<file path="config.mk">
export PLATFORM = sky130hd
export DESIGN_NAME = scs_device_flat
export DESIGN_NICKNAME = d
export VERILOG_FILES = /design/src/rtl/scs_pkg.sv /design/src/rtl/scs_link_if.sv /design/src/rtl/scs_device.sv /design/src/flat_wrapper.sv
export SDC_FILE = /design/constraint.sdc
export NUM_CORES = 1
export LEC_CHECK = 0
export BUFFER_PORTS_ARGS = -buffer_cell sky130_fd_sc_hd__buf_2
export CAP_MARGIN = 15
export CORE_MARGIN = 2
export CORE_UTILIZATION = 45
export CTS_BUF_LIST = sky130_fd_sc_hd__clkbuf_8
export CTS_CLUSTER_SIZE = 24
export DETAILED_ROUTE_END_ITERATION = 7
export GPL_ROUTABILITY_DRIVEN = 0
export GPL_TIMING_DRIVEN = 0
export PLACE_DENSITY_LB_ADDON = 0.25
export SYNTH_ARGS = -nofsm -noshare
export SYNTH_HDL_FRONTEND = slang
export SYNTH_SLANG_ARGS = --single-unit
</file>
<file path="constraint.sdc">
create_clock -name clk -period 3.5 [get_ports clk]
set_input_delay 0.175 -clock clk [delete_from_list [all_inputs] [get_ports clk]]
set_output_delay 0.175 -clock clk [all_outputs]
set_load 0.03 [all_outputs]
</file>
<file path="src/rtl/scs_pkg.sv">
// Shared constants and types of the system clock and standby controller.
package scs_pkg;
    // ----------------------------------------------------------------
    // Divider structure
    // ----------------------------------------------------------------
    localparam int PRESC_W = 2;
    localparam int LOW_STAGES = 6;
    localparam int HIGH_STAGES = 15;
    localparam int DIV_STAGES = LOW_STAGES + HIGH_STAGES;
    localparam logic [PRESC_W-1:0] PRESC_RST = 2'h0;
    localparam logic [LOW_STAGES-1:0] DIV_LOW_RST = 6'h00;
    localparam logic [HIGH_STAGES-1:0] DIV_HIGH_RST = 15'h0000;
    localparam int WARM_TAP = 4;
    // ----------------------------------------------------------------
    // Register fields
    // ----------------------------------------------------------------
    localparam int TBC_W = 8;
    localparam int DIVSRC_BIT = 4;
    localparam logic [TBC_W-1:0] TBC_RST = 8'h00;
    // ----------------------------------------------------------------
    // Machine cycle
    // ----------------------------------------------------------------
    localparam logic [1:0] LAST_STATE = 2'h3;
    localparam int LEN_W = 4;
    localparam logic [LEN_W-1:0] INSTR_MIN = 4'h1;
    localparam logic [LEN_W-1:0] INSTR_MAX = 4'hA;
    localparam logic [LEN_W-1:0] LEN_RST = 4'h0;
    // ----------------------------------------------------------------
    // Operating modes, Gray coded in the order they are listed
    // ----------------------------------------------------------------
    typedef enum logic [2:0] {
        MODE_SINGLE_RUN  = 3'h0,
        MODE_SINGLE_HALT = 3'h1,
        MODE_DUAL_RUN    = 3'h3,
        MODE_DUAL_HALT   = 3'h2,
        MODE_SLOW        = 3'h6,
        MODE_SLEEP       = 3'h7,
        MODE_FULL_HALT   = 3'h5,
        MODE_WARMUP      = 3'h4
    } scs_mode_t;
endpackage : scs_pkg

</file>
<file path="src/rtl/scs_link_if.sv">
// Link between the clock controller and the CPU core side.
`timescale 1ns/1ns
interface scs_link_if
    import scs_pkg::*;
(
    input wire logic clk,
    input wire logic rst_n
);
    logic [TBC_W-1:0] timeBaseCtrl;
    logic idleReq;
    logic stopReq;
    logic sysClkSel;
    logic lowOscEnable;
    logic wakeEdgeMode;
    logic stopFloat;
    logic intReq;
    logic intMasterEnable;
    logic instrGo;
    logic [LEN_W-1:0] instrLen;
    logic cpuRun;
    logic wdtRun;
    logic [1:0] cycleState;
    logic cycleEnd;
    logic instrDone;
    scs_mode_t mode;
    logic resumeNext;
    logic resumeIsr;

    modport dev (
        input clk, rst_n, timeBaseCtrl, idleReq, stopReq, sysClkSel, lowOscEnable,
        input wakeEdgeMode, stopFloat, intReq, intMasterEnable, instrGo, instrLen,
        output cpuRun, wdtRun, cycleState, cycleEnd, instrDone, mode, resumeNext,
        output resumeIsr
    );
    modport host (
        input clk, rst_n, cpuRun, wdtRun, cycleState, cycleEnd, instrDone, mode,
        input resumeNext, resumeIsr,
        output timeBaseCtrl, idleReq, stopReq, sysClkSel, lowOscEnable,
        output wakeEdgeMode, stopFloat, intReq, intMasterEnable, instrGo, instrLen
    );
endinterface : scs_link_if

</file>
<file path="src/rtl/scs_device.sv">
// Clock controller end: timing generator, machine cycle and standby modes.
`timescale 1ns/1ns
module scs_device
    import scs_pkg::*;
(
    scs_link_if.dev link,
    input wire logic dualOption,
    input wire logic lowFreqPin,
    input wire logic wakePin,
    output logic [DIV_STAGES-1:0] dividerTaps,
    output logic dividerOutputPulse,
    output logic highOscOn,
    output logic lowOscOn,
    output logic lowPinsAsPorts,
    output logic portsFloat
);
    // ----------------------------------------------------------------
    // Pin synchronisers
    // ----------------------------------------------------------------
    logic [1:0] fsSync_ff;
    logic [1:0] wakeSync_ff;
    logic [1:0] optSync_ff;
    logic fsPrev_ff;
    logic wakePrev_ff;

    // Two flops per pin; edge detectors look only at the second stage.
    always_ff @(posedge link.clk or negedge link.rst_n) begin
        if (!link.rst_n) begin
            fsSync_ff <= 2'h0;
            wakeSync_ff <= 2'h0;
            optSync_ff <= 2'h0;
            fsPrev_ff <= 1'b0;
            wakePrev_ff <= 1'b0;
        end else begin
            fsSync_ff <= {fsSync_ff[0], lowFreqPin};
            wakeSync_ff <= {wakeSync_ff[0], wakePin};
            optSync_ff <= {optSync_ff[0], dualOption};
            fsPrev_ff <= fsSync_ff[1];
            wakePrev_ff <= wakeSync_ff[1];
        end
    end

    logic fsTick;
    logic wakeHit;
    assign fsTick = fsSync_ff[1] & ~fsPrev_ff;
    // Edge mode sees a rising edge; level mode sees a high pin.
    assign wakeHit = link.wakeEdgeMode ? (wakeSync_ff[1] & ~wakePrev_ff) : wakeSync_ff[1];

    // ----------------------------------------------------------------
    // Mode state
    // ----------------------------------------------------------------
    scs_mode_t mode_ff, nxt_mode;
    scs_mode_t retMode_ff, nxt_retMode;
    logic [1:0] strapCnt_ff, nxt_strapCnt;
    logic [PRESC_W-1:0] presc_ff, nxt_presc;
    logic [LOW_STAGES-1:0] divLow_ff, nxt_divLow;
    logic [HIGH_STAGES-1:0] divHigh_ff, nxt_divHigh;
    logic [1:0] state_ff, nxt_state;
    logic [LEN_W-1:0] cyclesLeft_ff, nxt_cyclesLeft;
    logic cycleEnd_ff, nxt_cycleEnd;
    logic instrDone_ff, nxt_instrDone;
    logic resumeNext_ff, nxt_resumeNext;
    logic resumeIsr_ff, nxt_resumeIsr;
    logic dvoPrev_ff;

    // Fast oscillator runs except in slow, sleep and stop.
    function automatic logic fastOn(input scs_mode_t m);
        fastOn = (m != MODE_SLOW) && (m != MODE_SLEEP) && (m != MODE_FULL_HALT);
    endfunction : fastOn

    // Modes whose main clock comes from the low-frequency clock.
    function automatic logic slowClk(input scs_mode_t m);
        slowClk = (m == MODE_SLOW) || (m == MODE_SLEEP);
    endfunction : slowClk

    function automatic logic dualMode(input scs_mode_t m, r);
        dualMode = (m == MODE_FULL_HALT || m == MODE_WARMUP) ? (r != MODE_SINGLE_RUN) :
            (m != MODE_SINGLE_RUN) && (m != MODE_SINGLE_HALT);
    endfunction : dualMode

    logic lowCarry;
    logic stage7Tick;
    logic mainTick;
    logic cpuActive;
    logic [LEN_W-1:0] lenClamped;
    logic warmDone;

    // Timing generator: prescaler, low stages, seventh stage source.
    always_comb begin
        nxt_presc = presc_ff;
        nxt_divLow = divLow_ff;
        nxt_divHigh = divHigh_ff;
        lowCarry = 1'b0;
        if (fastOn(mode_ff)) begin
            nxt_presc = presc_ff + 2'h1;
            if (presc_ff == '1) begin
                nxt_divLow = divLow_ff + 6'h01;
                lowCarry = (divLow_ff == '1);
            end
        end
        // Seventh stage source picks per mode and select bit.
        if (slowClk(mode_ff)) begin
            stage7Tick = fsTick;
            nxt_divLow = divLow_ff;
        end else if (mode_ff == MODE_FULL_HALT) begin
            stage7Tick = 1'b0;
        end else if (mode_ff == MODE_WARMUP && slowClk(retMode_ff)) begin
            stage7Tick = fsTick;
        end else if (dualMode(mode_ff, retMode_ff) && link.timeBaseCtrl[DIVSRC_BIT]) begin
            stage7Tick = fsTick;
        end else begin
            stage7Tick = lowCarry;
        end
        if (stage7Tick) begin
            nxt_divHigh = divHigh_ff + 15'h0001;
        end
        // Stop exit clears divider stages, prescaler keeps its value.
        if (mode_ff == MODE_FULL_HALT && wakeHit) begin
            nxt_divLow = DIV_LOW_RST;
            nxt_divHigh = DIV_HIGH_RST;
        end
    end

    assign warmDone = divHigh_ff[WARM_TAP];
    assign cpuActive = (mode_ff == MODE_SINGLE_RUN) || (mode_ff == MODE_DUAL_RUN)
        || (mode_ff == MODE_SLOW);
    // Fast modes tick every clock; slow modes on each rising fs edge.
    assign mainTick = slowClk(mode_ff) ? fsTick : fastOn(mode_ff);

    // Clamp requested instruction length into the legal range.
    assign lenClamped = (link.instrLen < INSTR_MIN) ? INSTR_MIN :
        ((link.instrLen > INSTR_MAX) ? INSTR_MAX : link.instrLen);

    // Machine cycle states and instruction length counting.
    always_comb begin
        nxt_state = state_ff;
        nxt_cycleEnd = 1'b0;
        nxt_instrDone = 1'b0;
        nxt_cyclesLeft = cyclesLeft_ff;
        if (mainTick) begin
            nxt_state = state_ff + 2'h1;
            nxt_cycleEnd = (state_ff == LAST_STATE);
        end
        if (link.instrGo && cpuActive && cyclesLeft_ff == LEN_RST) begin
            nxt_cyclesLeft = lenClamped;
        end else if (mainTick && state_ff == LAST_STATE && cyclesLeft_ff != LEN_RST
                && cpuActive) begin
            nxt_cyclesLeft = cyclesLeft_ff - 4'h1;
            nxt_instrDone = (cyclesLeft_ff == 4'h1);
        end
    end

    // Standby sequencer; reset option is taken once the strap is synchronised.
    always_comb begin
        nxt_mode = mode_ff;
        nxt_retMode = retMode_ff;
        nxt_strapCnt = strapCnt_ff;
        nxt_resumeNext = 1'b0;
        nxt_resumeIsr = 1'b0;
        if (strapCnt_ff != 2'h3) begin
            nxt_strapCnt = strapCnt_ff + 2'h1;
            if (strapCnt_ff == 2'h2) begin
                nxt_mode = optSync_ff[1] ? MODE_DUAL_RUN : MODE_SINGLE_RUN;
            end
        end else begin
            unique case (mode_ff)
                MODE_SINGLE_RUN, MODE_DUAL_RUN, MODE_SLOW: begin
                    if (link.stopReq) begin
                        nxt_retMode = mode_ff;
                        nxt_mode = MODE_FULL_HALT;
                    end else if (link.idleReq) begin
                        nxt_mode = (mode_ff == MODE_SINGLE_RUN) ? MODE_SINGLE_HALT :
                            ((mode_ff == MODE_DUAL_RUN) ? MODE_DUAL_HALT : MODE_SLEEP);
                    end else if (mode_ff == MODE_DUAL_RUN && link.sysClkSel
                            && link.lowOscEnable) begin
                        nxt_mode = MODE_SLOW;
                    end else if (mode_ff == MODE_SLOW && !link.sysClkSel) begin
                        nxt_mode = MODE_DUAL_RUN;
                    end
                end
                MODE_SINGLE_HALT, MODE_DUAL_HALT, MODE_SLEEP: begin
                    if (link.intReq) begin
                        nxt_mode = (mode_ff == MODE_SINGLE_HALT) ? MODE_SINGLE_RUN :
                            ((mode_ff == MODE_DUAL_HALT) ? MODE_DUAL_RUN : MODE_SLOW);
                        nxt_resumeIsr = link.intMasterEnable;
                        nxt_resumeNext = !link.intMasterEnable;
                    end
                end
                MODE_FULL_HALT: begin
                    if (wakeHit) begin
                        nxt_mode = MODE_WARMUP;
                    end
                end
                MODE_WARMUP: begin
                    if (warmDone) begin
                        nxt_mode = retMode_ff;
                        nxt_resumeNext = 1'b1;
                    end
                end
            endcase
        end
    end

    // Registers of the sequencer and timing generator.
    always_ff @(posedge link.clk or negedge link.rst_n) begin
        if (!link.rst_n) begin
            mode_ff <= MODE_SINGLE_RUN;
            retMode_ff <= MODE_SINGLE_RUN;
            strapCnt_ff <= 2'h0;
            presc_ff <= PRESC_RST;
            divLow_ff <= DIV_LOW_RST;
            divHigh_ff <= DIV_HIGH_RST;
            state_ff <= 2'h0;
            cyclesLeft_ff <= LEN_RST;
            cycleEnd_ff <= 1'b0;
            instrDone_ff <= 1'b0;
            resumeNext_ff <= 1'b0;
            resumeIsr_ff <= 1'b0;
            dvoPrev_ff <= 1'b0;
        end else begin
            mode_ff <= nxt_mode;
            retMode_ff <= nxt_retMode;
            strapCnt_ff <= nxt_strapCnt;
            presc_ff <= nxt_presc;
            divLow_ff <= nxt_divLow;
            divHigh_ff <= nxt_divHigh;
            state_ff <= nxt_state;
            cyclesLeft_ff <= nxt_cyclesLeft;
            cycleEnd_ff <= nxt_cycleEnd;
            instrDone_ff <= nxt_instrDone;
            resumeNext_ff <= nxt_resumeNext;
            resumeIsr_ff <= nxt_resumeIsr;
            dvoPrev_ff <= divHigh_ff[0];
        end
    end

    // ----------------------------------------------------------------
    // Registered outputs
    // ----------------------------------------------------------------
    logic cpuRun_ff;
    logic wdtRun_ff;
    logic [DIV_STAGES-1:0] taps_ff;
    logic dvo_ff;
    logic highOsc_ff;
    logic lowOsc_ff;
    logic pinsPorts_ff;
    logic float_ff;

    // Outputs are flopped copies, one cycle behind the state they show.
    always_ff @(posedge link.clk or negedge link.rst_n) begin
        if (!link.rst_n) begin
            cpuRun_ff <= 1'b0;
            wdtRun_ff <= 1'b0;
            taps_ff <= '0;
            dvo_ff <= 1'b0;
            highOsc_ff <= 1'b0;
            lowOsc_ff <= 1'b0;
            pinsPorts_ff <= 1'b0;
            float_ff <= 1'b0;
        end else begin
            cpuRun_ff <= cpuActive && (strapCnt_ff == 2'h3) && !link.idleReq;
            wdtRun_ff <= cpuActive && (strapCnt_ff == 2'h3);
            taps_ff <= {divHigh_ff, divLow_ff};
            dvo_ff <= divHigh_ff[0] & ~dvoPrev_ff;
            highOsc_ff <= fastOn(mode_ff) || mode_ff == MODE_WARMUP;
            lowOsc_ff <= dualMode(mode_ff, retMode_ff) && mode_ff != MODE_FULL_HALT
                && (link.lowOscEnable || slowClk(mode_ff));
            pinsPorts_ff <= !dualMode(mode_ff, retMode_ff);
            float_ff <= (mode_ff == MODE_FULL_HALT) && link.stopFloat;
        end
    end

    assign link.cpuRun = cpuRun_ff;
    assign link.wdtRun = wdtRun_ff;
    assign link.cycleState = state_ff;
    assign link.cycleEnd = cycleEnd_ff;
    assign link.instrDone = instrDone_ff;
    assign link.mode = mode_ff;
    assign link.resumeNext = resumeNext_ff;
    assign link.resumeIsr = resumeIsr_ff;
    assign dividerTaps = taps_ff;
    assign dividerOutputPulse = dvo_ff;
    assign highOscOn = highOsc_ff;
    assign lowOscOn = lowOsc_ff;
    assign lowPinsAsPorts = pinsPorts_ff;
    assign portsFloat = float_ff;
endmodule : scs_device

</file>
<file path="src/flat_wrapper.sv">
// flat-port wrapper written by rule: the top's interface ports become plain ports
module scs_device_flat import scs_pkg::*;
  (dualOption, lowFreqPin, wakePin, dividerTaps, dividerOutputPulse, highOscOn, lowOscOn, lowPinsAsPorts, portsFloat, clk, rst_n, link_timeBaseCtrl, link_idleReq, link_stopReq, link_sysClkSel, link_lowOscEnable, link_wakeEdgeMode, link_stopFloat, link_intReq, link_intMasterEnable, link_instrGo, link_instrLen, link_cpuRun, link_wdtRun, link_cycleState, link_cycleEnd, link_instrDone, link_mode, link_resumeNext, link_resumeIsr);
  scs_link_if link_i (.clk(clk), .rst_n(rst_n));
  input wire logic dualOption;
  input wire logic lowFreqPin;
  input wire logic wakePin;
  output logic [DIV_STAGES-1:0] dividerTaps;
  output logic dividerOutputPulse;
  output logic highOscOn;
  output logic lowOscOn;
  output logic lowPinsAsPorts;
  output logic portsFloat;
  input wire logic clk;
  input wire logic rst_n;
  input wire logic [$bits(link_i.timeBaseCtrl)-1:0] link_timeBaseCtrl;
  input wire logic [$bits(link_i.idleReq)-1:0] link_idleReq;
  input wire logic [$bits(link_i.stopReq)-1:0] link_stopReq;
  input wire logic [$bits(link_i.sysClkSel)-1:0] link_sysClkSel;
  input wire logic [$bits(link_i.lowOscEnable)-1:0] link_lowOscEnable;
  input wire logic [$bits(link_i.wakeEdgeMode)-1:0] link_wakeEdgeMode;
  input wire logic [$bits(link_i.stopFloat)-1:0] link_stopFloat;
  input wire logic [$bits(link_i.intReq)-1:0] link_intReq;
  input wire logic [$bits(link_i.intMasterEnable)-1:0] link_intMasterEnable;
  input wire logic [$bits(link_i.instrGo)-1:0] link_instrGo;
  input wire logic [$bits(link_i.instrLen)-1:0] link_instrLen;
  output wire logic [$bits(link_i.cpuRun)-1:0] link_cpuRun;
  output wire logic [$bits(link_i.wdtRun)-1:0] link_wdtRun;
  output wire logic [$bits(link_i.cycleState)-1:0] link_cycleState;
  output wire logic [$bits(link_i.cycleEnd)-1:0] link_cycleEnd;
  output wire logic [$bits(link_i.instrDone)-1:0] link_instrDone;
  output wire logic [$bits(link_i.mode)-1:0] link_mode;
  output wire logic [$bits(link_i.resumeNext)-1:0] link_resumeNext;
  output wire logic [$bits(link_i.resumeIsr)-1:0] link_resumeIsr;
  assign link_i.timeBaseCtrl = link_timeBaseCtrl;
  assign link_i.idleReq = link_idleReq;
  assign link_i.stopReq = link_stopReq;
  assign link_i.sysClkSel = link_sysClkSel;
  assign link_i.lowOscEnable = link_lowOscEnable;
  assign link_i.wakeEdgeMode = link_wakeEdgeMode;
  assign link_i.stopFloat = link_stopFloat;
  assign link_i.intReq = link_intReq;
  assign link_i.intMasterEnable = link_intMasterEnable;
  assign link_i.instrGo = link_instrGo;
  assign link_i.instrLen = link_instrLen;
  assign link_cpuRun = link_i.cpuRun;
  assign link_wdtRun = link_i.wdtRun;
  assign link_cycleState = link_i.cycleState;
  assign link_cycleEnd = link_i.cycleEnd;
  assign link_instrDone = link_i.instrDone;
  assign link_mode = link_i.mode;
  assign link_resumeNext = link_i.resumeNext;
  assign link_resumeIsr = link_i.resumeIsr;
  scs_device u_core (.link(link_i), .dualOption(dualOption), .lowFreqPin(lowFreqPin), .wakePin(wakePin), .dividerTaps(dividerTaps), .dividerOutputPulse(dividerOutputPulse), .highOscOn(highOscOn), .lowOscOn(lowOscOn), .lowPinsAsPorts(lowPinsAsPorts), .portsFloat(portsFloat));
endmodule
</file>
* Word-level counts from Yosys, hierarchy flattened
Cells that the tools add are included.
W data, S select, Z words.
** Word-level totals
- Output and inout bits :: 37
- Logic and storage cells :: 155
- Register bits :: 78
- Bits of input ports :: 26
** Cells by class
- Multiplexer cells :: 44
- Order comparisons :: 2
- Reductions and logical operators :: 44
- Bitwise logic cells :: 7
- Add/subtract/negate cells :: 6
- Eq/ne operators :: 26
** Operator list (number)
- $mux W3 :: 13
- $mux W15 :: 2
- $mux W6 :: 4
- $logic_and A1 B1 Y1 :: 19
- $eq A3 B3 Y1 const B :: 6
- $mux W1 :: 18
- $mux W4 :: 4
- $add A15 B1 Y15 const B :: 1
- $pmux W3 S4 :: 1
- $ne A3 B1 Y1 const B :: 3
- $ne A3 B3 Y1 const B :: 3
- $eq A2 B2 Y1 const B :: 4
- $reduce_bool A2 Y1 :: 4
- $logic_or A1 B1 Y1 :: 7
- $add A2 B1 Y2 const B :: 3
- $add A6 B1 Y6 const B :: 1
- $eq A3 B2 Y1 const B :: 2
- $eq A6 B6 Y1 const B :: 1
- $ne A6 B3 Y1 const B :: 1
- $reduce_and A3 Y1 :: 2
- $reduce_bool A3 Y1 :: 2
- $reduce_or A3 Y1 :: 2
- $reduce_and A5 Y1 :: 1
- $eq A4 B1 Y1 const B :: 1
- other kinds (15) :: 24

* Logic depth before layout (Yosys ltp)
Gate-level depths: netlist (run 1).
- Depth after elaboration :: 10
- Mapped depth :: 8
- Gate-level depth less buffers :: 7

* Worst setup path before layout (run 1)
Ideal clock, no wire load.
- Path type :: reg2reg
- Start point :: register u_core.mode_ff[0] (netlist: u_core.link.mode[0])
- End point :: register u_core.divHigh_ff[9]
- Buffers on the path :: 2
- Stages on the path, launching flop included :: 9
- Library setup time :: 0.132 ns
- Data required time :: 3.368 ns
- Arrival time :: 1.864 ns
- Period minus slack after synthesis :: 1.996 ns
- Slack :: 1.504 ns
- Path through :: dfrtp_1 -> buf_6 -> nand2b_4 -> o311ai_4 -> nand3_4 -> buf_2 -> a211oi_2 -> xnor2_1 -> nor2_1
** On the way
- Longest elaborated chain between the ends :: 9
- Elaborated cells between the ends (all ways) :: 25
- Classes of those cells :: eq/ne: 8; mux: 7; reduce/logical: 10
** Ends and longest elaborated chain
- from (decl) :: RTL line scs_device.sv:52 : scs_mode_t mode_ff, nxt_mode;
- from (signal assigned) :: RTL line scs_device.sv:221 : mode_ff <= nxt_mode;
- $ne A3 B3 Y1 (tied with other cells) :: RTL line scs_device.sv:68 : fastOn = (m != MODE_SLOW) && (m != MODE_SLEEP) && (m != MODE_FULL_HALT);
- $logic_and A1 B1 Y1 (tied with other cells) :: RTL line scs_device.sv:68
- $logic_and A1 B1 Y1 / $mux W1 (equally long branches) :: RTL line scs_device.sv:68, scs_device.sv:77
- $mux W1 / $logic_and A1 B1 Y1 (equally long branches) :: RTL line scs_device.sv:94, scs_device.sv:109
- $mux W1 :: RTL line scs_device.sv:109 : end else if (dualMode(mode_ff, retMode_ff) && link.timeBaseCtrl[DIVSRC_BIT]) begin
- $mux W1 :: RTL line scs_device.sv:107 : end else if (mode_ff == MODE_WARMUP && slowClk(retMode_ff)) begin
- $mux W1 :: RTL line scs_device.sv:105 : end else if (mode_ff == MODE_FULL_HALT) begin
- $mux W1 :: RTL line scs_device.sv:102 : if (slowClk(mode_ff)) begin
- $reduce_bool A2 Y1 (no source line)
- to (signal assigned) :: RTL line scs_device.sv:226 : divHigh_ff <= nxt_divHigh;
- to (decl) :: RTL line scs_device.sv:57 : logic [HIGH_STAGES-1:0] divHigh_ff, nxt_divHigh;
Several ways; a longest one is shown, not always the timed one.
A chain may end at the register's enable or synchronous reset.

* Final worst setup path (run 1)
- Start point :: register u_core.mode_ff[0] (netlist: u_core.link.mode[0])
- End point :: register u_core.divHigh_ff[11]
Same word-level chain as after synthesis.

==> metrics.txt, run 1 <==
Initial Util=0.467; ranking of synthesized cells by area=dfrtp_1 57%, xnor2_1 4.6%, nor2_1 3.6%; DIE WIDTH=about 91 um; clock tree buffer depth=2; worst skew pair latency=0.35 ns; CTS Sinks=77; global route overflow=0; setup_tns=0 ns; max-cap violations=0; critical path capture point type=flip-flop; yosys warns=0; fin crit period=2.17 ns; Tightest Pin Transition=0.464 ns; static leakage=1.94 nW; Worst Path Arrival=2.39 ns; Final nets=between 400 and 500; layout overhead on the synthesized area=21.1%; multi-input logic area=~1400 um^2; post-synthesis cell count=approximately 300; # resized after CTS=0; Core ar.=7290 um^2; number of synthesized flops with an enable pin=0; PwrDens=roughly 850 nW/um^2; Via Count=2371; # IOs=63; Finish-stage setup viols=0; DR pass1 iterations=4; initial antenna violation count=0; Synth top area share=0.566; CP Data Required Time=3.72 ns; Hold WC Path Type=primary input to flip-flop; Max FO, Critical Path=10; first-pass GRT wire length=10600 um; ANT nets after route=0; Synth cell types=between 50 and 60; dpl ws=between 1 and 1.5 ns; vias in the first global route=2254; Fmax=around 0.46 GHz; utilization after layout=0.565; Async SR Flop Fraction=1.00; n_diodes=0; die height=91.0 um; Slew Limit Fails=0; Total Wirelength=6280 um; Layout fillers=between 600 and 700; layout cell share with drive strength beyond 1=0.263; Final Hold Fails=0; Root Buffer=clkbuf_8; RSZ-0062 raised after global routing=false; top_reg_cell synth=dfrtp_1; Yosys top cell by area=dfrtp_1; Crit path top cell by count=clkbuf_1; initial drt markers=75; syn nets=332; #FFs+latches synth=77; register area=1930 um^2; Post-DP HPWL=4470 um; Syn Std Cell Area=3400 um^2; outcome=finished, final reports clean; clk slew on worst S/H paths=0.08 ns; CTS H-Tree Depth=3; post-route cell area=between 4000 and 5000 um^2; Syn Area/Cell=~11 um^2; Cell Rows=31; die footprint=approximately 8300 um^2; CP cell instances=buf_6 > clkbuf_1 > and3_1 > clkbuf_1 > buf_1 > nor2_1; CP max stage cell=buf_1; CP Class=flip-flop to flip-flop; register area share after synthesis=0.566; PortBufs=55; peak supply drop=365 uV; clock skew=0.00880 ns; DR WL/cell=between 10 and 15 um; CTS buffer count=9; startpoint types=flip-flop; final setup margin=between 1 and 1.5 ns; total track usage=0.161; CTS tree=built; Rel. slew slack=0.691; Avg Vias per Cell=between 5 and 6; largest net degree at the start of global routing=46; DP Area=between 3000 and 4000 um^2; Crit path largest cell delay=0.42 ns; # DRC=0; crit share post-route=0.619
[metrics by stage]
| step | hold slack [ns] | power [mW] | instances |
|---|---|---|---|
| 2_1_floorplan | -0.121 | 2.32 | 297 |
| 3_3_place_gp | 0.285 | 2.64 | 451 |
| 3_5_place_dp | 0.149 | 2.67 | 452 |
| 4_1_cts | 0.0103 | 3.53 | 472 |
| 5_1_grt | 0.0225 | 3.71 | 472 |
| 6_report | 0.0207 | 3.49 | 472 |
[cells in the final DEF, fill, tap and decap left out, types with 2 or more instances in the layout]
master,netlist,routed
a2111oi_2,2,2
a21oi_1,12,12
and2_1,6,6
dfrtp_1,77,77
o31ai_1,2,2
nand4_1,3,3
a211oi_2,4,4
inv_1,13,13
ha_1,9,9
and3_1,4,4
a21o_1,2,2
a21boi_0,2,2
nor2_1,33,33
nor2b_1,7,7
clkbuf_8,0,11
mux2i_1,3,3
nand2b_1,2,2
o21ai_0,13,13
mux2_2,7,7
a211oi_1,3,3
dlygate4sd3_1,0,4
buf_4,3,4
xor2_1,5,5
nand3_1,12,12
bufinv_16,0,3
buf_6,2,2
nand2_1,21,21
xnor2_1,18,18
clkbuf_1,5,5
buf_2,1,55
[path summary, 6_finish.rpt]
check | slack [ns] | cells past startpoint | startpoint | to
max | 1.33 | 6 | u_core.link.mode[0]$_DFFE_PN0P_ | u_core.divHigh_ff[11]$_DFFE_PN0P_
min reg2reg | 0.35 | 0 | u_core.fsSync_ff[0]$_DFF_PN0_ | u_core.fsSync_ff[1]$_DFF_PN0_
min in group asynchronous | 0.31 | 2 | rst_n | u_core.link.wdtRun$_DFF_PN0_
max reg2reg | 1.33 | 6 | u_core.link.mode[0]$_DFFE_PN0P_ | u_core.divHigh_ff[11]$_DFFE_PN0P_
max in group asynchronous | 2.63 | 3 | rst_n | u_core.dividerTaps[12]$_DFF_PN0_
min | 0.02 | 2 | link_intMasterEnable | u_core.link.resumeNext$_DFF_PN0_
[layout make-up]
cell class,instances,area share
sequential,77,0.467
multi-input combinational,195,0.329
timing repair buffer,60,0.0819
clock buffer,11,0.0367
tap,99,0.0300
clock inverter,5,0.0258
buffer,12,0.0176
inverter,13,0.0118
[critical path, delay by kind of cell, from the launching register on]
| kind | cells | cell delay, ns |
|---|---|---|
| buffers and inverters | 4 | 1.32 |
| DFF | 1 | 0.36 |
| and+or+nand+nor | 2 | 0.36 |
[logic make-up after synthesis]
kind of cell / share of synthesized area
buf+inv: 0.0357
flops: 0.566
xor+xnor: 0.0592
compound gates: 0.132
simple gates: 0.139
mux: 0.0320
fa+ha+maj: 0.0360
[state kept, by name, summed over array words and instances, names as in the netlist, 2 cells and up]
name,cells
u_core.dividerTaps,21
u_core.divHigh_ff,15
u_core.divLow_ff,6
u_core.cyclesLeft_ff,4
u_core.link.mode,3
u_core.retMode_ff,3
u_core.fsSync_ff,2
u_core.link.cycleState,2
u_core.optSync_ff,2
u_core.presc_ff,2
u_core.strapCnt_ff,2
u_core.wakeSync_ff,2
[synth_stat cells (2+ instances only)]
master / number
a2111oi_2: 2
a211oi_1: 3
a211oi_2: 4
a21boi_0: 2
a21o_1: 2
a21oi_1: 12
and2_1: 6
and3_1: 4
buf_4: 3
buf_6: 2
clkbuf_1: 5
dfrtp_1: 77
ha_1: 9
inv_1: 13
mux2_2: 7
mux2i_1: 3
nand2_1: 21
nand2b_1: 2
nand3_1: 12
nand4_1: 3
nor2_1: 33
nor2b_1: 7
o21ai_0: 13
o31ai_1: 2
xnor2_1: 18
xor2_1: 5
[routing by layer]
metal	part of all wire	global-route usage	vias to the layer above
met5	0	0	-
met4	0.021	0.0758	0
met3	0.048	0.0340	11
met2	0.46	0.244	66
met1	0.48	0.222	1133
li1	-	-	1161
[power by group]
group | switching [mW] | total, mW | internal, mW
combinational | 0.839 | 1.36 | 0.523
sequential | 0.166 | 1.29 | 1.13
clock | 0.323 | 0.837 | 0.514
total | 1.33 | 3.49 | 2.16
[timing repair]
action | in CTS | in global routing
endpoints found under the hold margin | 35 | 0
hold buffers | 4 | 0
buffers inserted | 0 | 0
Note: power is estimated with default switching activity, not from simulation.
==> run 2: changes to the inputs <==
- ABC_AREA: default -> 1
- clock period: 3.5 -> 2 ns (I/O delays scaled with it)
==> metrics.txt, run 2 <==
outcome=finished, final reports clean; Tightest Pin Transition=slightly below 0.5 ns; worst skew pair latency=0.34 ns; Placed Cells=551; Final Hold Fails=0; Total Wirelength=between 6000 and 7000 um; RSZ-0062 raised after global routing=false; CTS Sinks=a little under 80; # DRC=0; Hold WC Path Type=primary input to flip-flop; most frequent cells in the layout=98 x nand2_1, 77 x dfrtp_1, 56 x buf_2; Syn Area/Cell=8.98 um^2; static leakage=between 2 and 2.5 nW; Fmax=0.586 GHz; CTS H-Tree Depth=3; layout overhead on the synthesized area=19.9%; Synth top area share=0.546; PwrDens=1380 nW/um^2; number of flip-flops under the largest register name=21; post-synthesis cell count=roughly 390; CTS tree=built; Avg Vias per Cell=roughly 4.7; final std cells w/o fill=between 500 and 600; startpoint types=flip-flop; crit share post-route=0.853; first-pass GRT wire length=around 12000 um; Synth cell types=34; ANT nets after route=0; Root Buffer=clkbuf_8; # IOs=63; count leader, synth=nand2_1; Cell Rows=32; Yosys top cell by area=dfrtp_1; setup_tns=0 ns; register area share after synthesis=0.546; ranking of synthesized cells by area=dfrtp_1 55%, nand2_1 10%, nand3_1 5.4%; CP Class=flip-flop to flip-flop; commonest non-fill, non-tap cell in the layout=nand2_1; Core ar.=7650 um^2; CTS buffer count=9; die height=92.6 um; vias in the first global route=between 2000 and 3000; number of synthesized flops with an enable pin=0; max-cap violations=0; #FFs+latches synth=77; CP Data Required Time=2.28 ns; Final nets=502; n_diodes=0; critical path capture point type=flip-flop; Syn Std Cell Area=3530 um^2; Max FO, Critical Path=10; Finish-stage setup viols=0; global route overflow=0; Slew Limit Fails=0; Rel. slew slack=0.679; layout cell share with drive strength beyond 1=0.203; Worst Path Arrival=roughly 2.0 ns; total track usage=0.182; clock tree buffer depth=2; clk slew on worst S/H paths=0.08 ns; Synth top cells by count=98 x nand2_1, 77 x dfrtp_1, 48 x nor2_1; Post-DP HPWL=between 4000 and 5000 um; post-CTS setup buffer count=0; DR WL/cell=between 10 and 15 um; clock skew=between 0.005 and 0.006 ns; top_reg_cell synth=dfrtp_1; Async SR Flop Fraction=1.00; DR pass1 iterations=4; fin crit period=1.71 ns; Initial Util=0.461; peak supply drop=817 uV; DIE WIDTH=92.6 um; syn nets=roughly 430; die footprint=8570 um^2; initial antenna violation count=0; initial drt markers=102; largest net degree at the start of global routing=40; PortBufs=55; yosys warns=0; Via Count=2720
==> run 2: cell count changes in the layout (fill, tap and decap cells not counted), sizes merged, moves of 9 or more <==
cell	change
xnor2	-16
xor2	+9
o21ai	+11
inv	+27
nand2	+83
nand3	+28
nor2	+18
==> run 2: power by group <==
group / leakage [nW] / switching (mW) / internal, mW / total (mW)
combinational: 1.14 / 1.64 / 0.787 / 2.43
clock: 0.113 / 0.547 / 0.687 / 1.23
sequential: 0.996 / 0.252 / 1.93 / 2.18
total: 2.25 / 2.44 / 3.41 / 5.85
==> run 2: metrics by stage <==
stage	hold slack (ns)	setup slack [ns]	power [mW]	instance area, um^2	util
6_report	0.0422	0.294	5.85	4230	0.553
4_1_cts	0.0228	0.287	5.90	4230	0.553
3_5_place_dp	0.101	0.313	4.63	3950	0.517
5_1_grt	0.0588	0.0774	6.36	4230	0.553
2_1_floorplan	-0.196	0.325	4.00	3530	-
3_3_place_gp	0.208	0.335	4.56	3930	0.514
==> run 2: layout make-up <==
| type | count | area [um^2] |
|---|---|---|
| fillers | 694 | 3420 |
| repair buffers | 63 | 368 |
| multi-input cells | 271 | 1410 |
| flip-flops and latches | 77 | 1930 |
| inverters | 37 | 141 |
| well taps | 102 | 128 |
| plain buffers | 8 | 55.1 |
| clock inverters | 7 | 83.8 |
| clock buffers | 9 | 124 |
==> run 2: repair_timing <==
action / in CTS / in global routing
hold buffers: 7 / 0
endpoints found under the hold margin: 45 / 0
resized for setup: 0 / 0
==> run 2: cells by family (layout without fill, tap and decap cells) <==
family / Yosys count / count (layout) / synth area share
simple gates: 206 / 206 / 0.259
flops: 77 / 77 / 0.546
buf+inv: 45 / 124 / 0.0557
compound gates: 38 / 38 / 0.0617
xor+xnor: 16 / 16 / 0.0397
fa+ha+maj: 10 / 10 / 0.0348
mux: 1 / 1 / 0.00319
==> run 2: path summary, 6_finish.rpt <==
| kind | from | to | slack (ns) | cells after the start |
|---|---|---|---|---|
| setup / recovery | u_core.link.mode[2]$_DFFE_PN0P_ | u_core.divHigh_ff[4]$_DFFE_PN0P_ | 0.29 | 9 |
| hold / removal | link_lowOscEnable | u_core.lowOscOn$_DFF_PN0_ | 0.04 | 3 |
| setup reg to reg | u_core.link.mode[2]$_DFFE_PN0P_ | u_core.divHigh_ff[4]$_DFFE_PN0P_ | 0.29 | 9 |
| hold reg to reg | u_core.wakeSync_ff[0]$_DFF_PN0_ | u_core.wakeSync_ff[1]$_DFF_PN0_ | 0.35 | 0 |
| max in group asynchronous | rst_n | u_core.fsSync_ff[1]$_DFF_PN0_ | 1.18 | 3 |
| min in group asynchronous | rst_n | u_core.dividerTaps[2]$_DFF_PN0_ | 0.26 | 2 |
==> run 2: layer usage <==
layer,track usage,up-vias,wire (um)
met5,0,-,0
li1,-,1400,-
met1,0.251,1236,3220
met2,0.279,71,3130
met4,0.0858,0,145
met3,0.0325,13,316
==> run 2: critical path: stages, from the launching register on <==
cell and delay, ns:
dfrtp_1 0.38, buf_4 0.17, inv_2 0.14, nor2_2 0.08, inv_1 0.11, nor2_4 0.07, a21oi_4 0.23, buf_2 0.27
nand3_1 0.10, nand2_1 0.08
==> run 3: changes to the inputs <==
- CORE_UTILIZATION: 45 -> 40
==> metrics.txt, run 3 (same netlist as run 2, synthesis figures left out) <==
outcome=finished, final reports clean; PwrDens=around 1300 nW/um^2; PortBufs=55; first-pass GRT wire length=12100 um; Hold WC Path Type=primary input to flip-flop; Avg Vias per Cell=4.73; total track usage=0.155; Final Hold Fails=0; Rel. slew slack=0.735; Cell Rows=34; DR pass1 iterations=4; Finish-stage setup viols=0; static leakage=2.22 nW; commonest non-fill, non-tap cell in the layout=nand2_1; CTS buffer count=9; Core ar.=8640 um^2; max-cap violations=0; Max FO, Critical Path=8; Initial Util=0.409; crit share post-route=0.862; layout overhead on the synthesized area=19.2%; CTS tree=built; Post-DP HPWL=4900 um; Layout fillers=842; number of flip-flops under the largest register name=21; clock skew=0.0108 ns; ANT nets after route=0; die height=97.9 um; peak supply drop=~700 uV; clk slew on worst S/H paths=roughly 0.080 ns; CTS Sinks=77; Fmax=0.580 GHz; final setup margin=0.275 ns; most frequent cells in the layout=98 x nand2_1, 77 x dfrtp_1, 56 x buf_2; # DRC=0; largest net degree at the start of global routing=58; # IOs=63; CP Class=flip-flop to flip-flop; n_diodes=0; die footprint=9590 um^2; Slew Limit Fails=0; initial antenna violation count=0; setup_tns=0 ns; fin crit period=1.72 ns; global route overflow=0; Via Count=2737; post-CTS setup buffer count=0; Total Wirelength=6840 um; power after layout=5.62 mW; Final nets=roughly 500; worst skew pair latency=0.34 ns; layout cell share with drive strength beyond 1=0.206; clock tree buffer depth=2; Tightest Pin Transition=~0.4 ns; vias in the first global route=2541; DIE WIDTH=97.9 um; dpl ws=approximately 0.29 ns; Worst Path Arrival=1.95 ns; utilization after layout=0.487; critical path capture point type=flip-flop; CTS H-Tree Depth=3; CP Data Required Time=2.23 ns; Root Buffer=clkbuf_8; DR WL/cell=11.8 um; RSZ-0062 raised after global routing=false; initial drt markers=93; startpoint types=flip-flop
## run 3: what timing repair did
item                      4_1_cts  5_1_grt
hold buffers                    7        0
gates resized for setup         0        0
hold endpoints to repair       71        0
## run 3: stage by stage
stage / area [um^2] / hold slack [ns] / instances
6_report: 4210 / 0.0433 / 579
5_1_grt: 4210 / 0.0334 / 579
4_1_cts: 4210 / 0.0254 / 579
3_5_place_dp: 3970 / 0.0115 / 557
3_3_place_gp: 3940 / 0.210 / 556
2_1_floorplan: 3530 / -0.196 / 393
## run 3: final timing paths
check	startpoint	end	slack, ns	cells past startpoint
max	u_core.link.mode[1]$_DFFE_PN0P_	u_core.divLow_ff[5]$_DFFE_PN0P_	0.28	9
min	link_intReq	u_core.link.resumeIsr$_DFF_PN0_	0.04	3
max reg2reg	u_core.link.mode[1]$_DFFE_PN0P_	u_core.divLow_ff[5]$_DFFE_PN0P_	0.28	9
min reg2reg	u_core.fsSync_ff[0]$_DFF_PN0_	u_core.fsSync_ff[1]$_DFF_PN0_	0.35	0
max in group asynchronous	rst_n	u_core.link.wdtRun$_DFF_PN0_	1.25	3
min in group asynchronous	rst_n	u_core.dividerTaps[14]$_DFF_PN0_	0.18	2
## run 3: layout make-up
type,instances,area [um^2],area share
inverter,37,141,0.0336
clock inverter,5,28.8,0.00684
buffer,8,55.1,0.0131
tap,108,135,0.0321
clock buffer,10,138,0.0327
timing repair buffer,63,375,0.0893
multi-input combinational,271,1410,0.334
sequential,77,1930,0.458
## run 3: layer usage
metal	up-vias	wire (um)	global-route usage
met3	8	345	0.0387
met1	1266	3400	0.225
met5	-	0	0
met2	62	3040	0.228
li1	1401	-	-
met4	0	55	0.0566
## run 3: worst max-delay path, cell delays in order (launching register included)
cell	delay (ns)
dfrtp_1	0.38
buf_4	0.17
inv_4	0.07
nand2_2	0.09
nand2_4	0.11
inv_1	0.15
nor2_4	0.16
nand4_1	0.18
nor3b_1	0.23
nor2_1	0.07
## run 3: where the power goes
group | internal (mW) | switching [mW]
Combinational | 0.791 | 1.61
Clock | 0.469 | 0.569
Sequential | 1.93 | 0.249
Total | 3.19 | 2.43
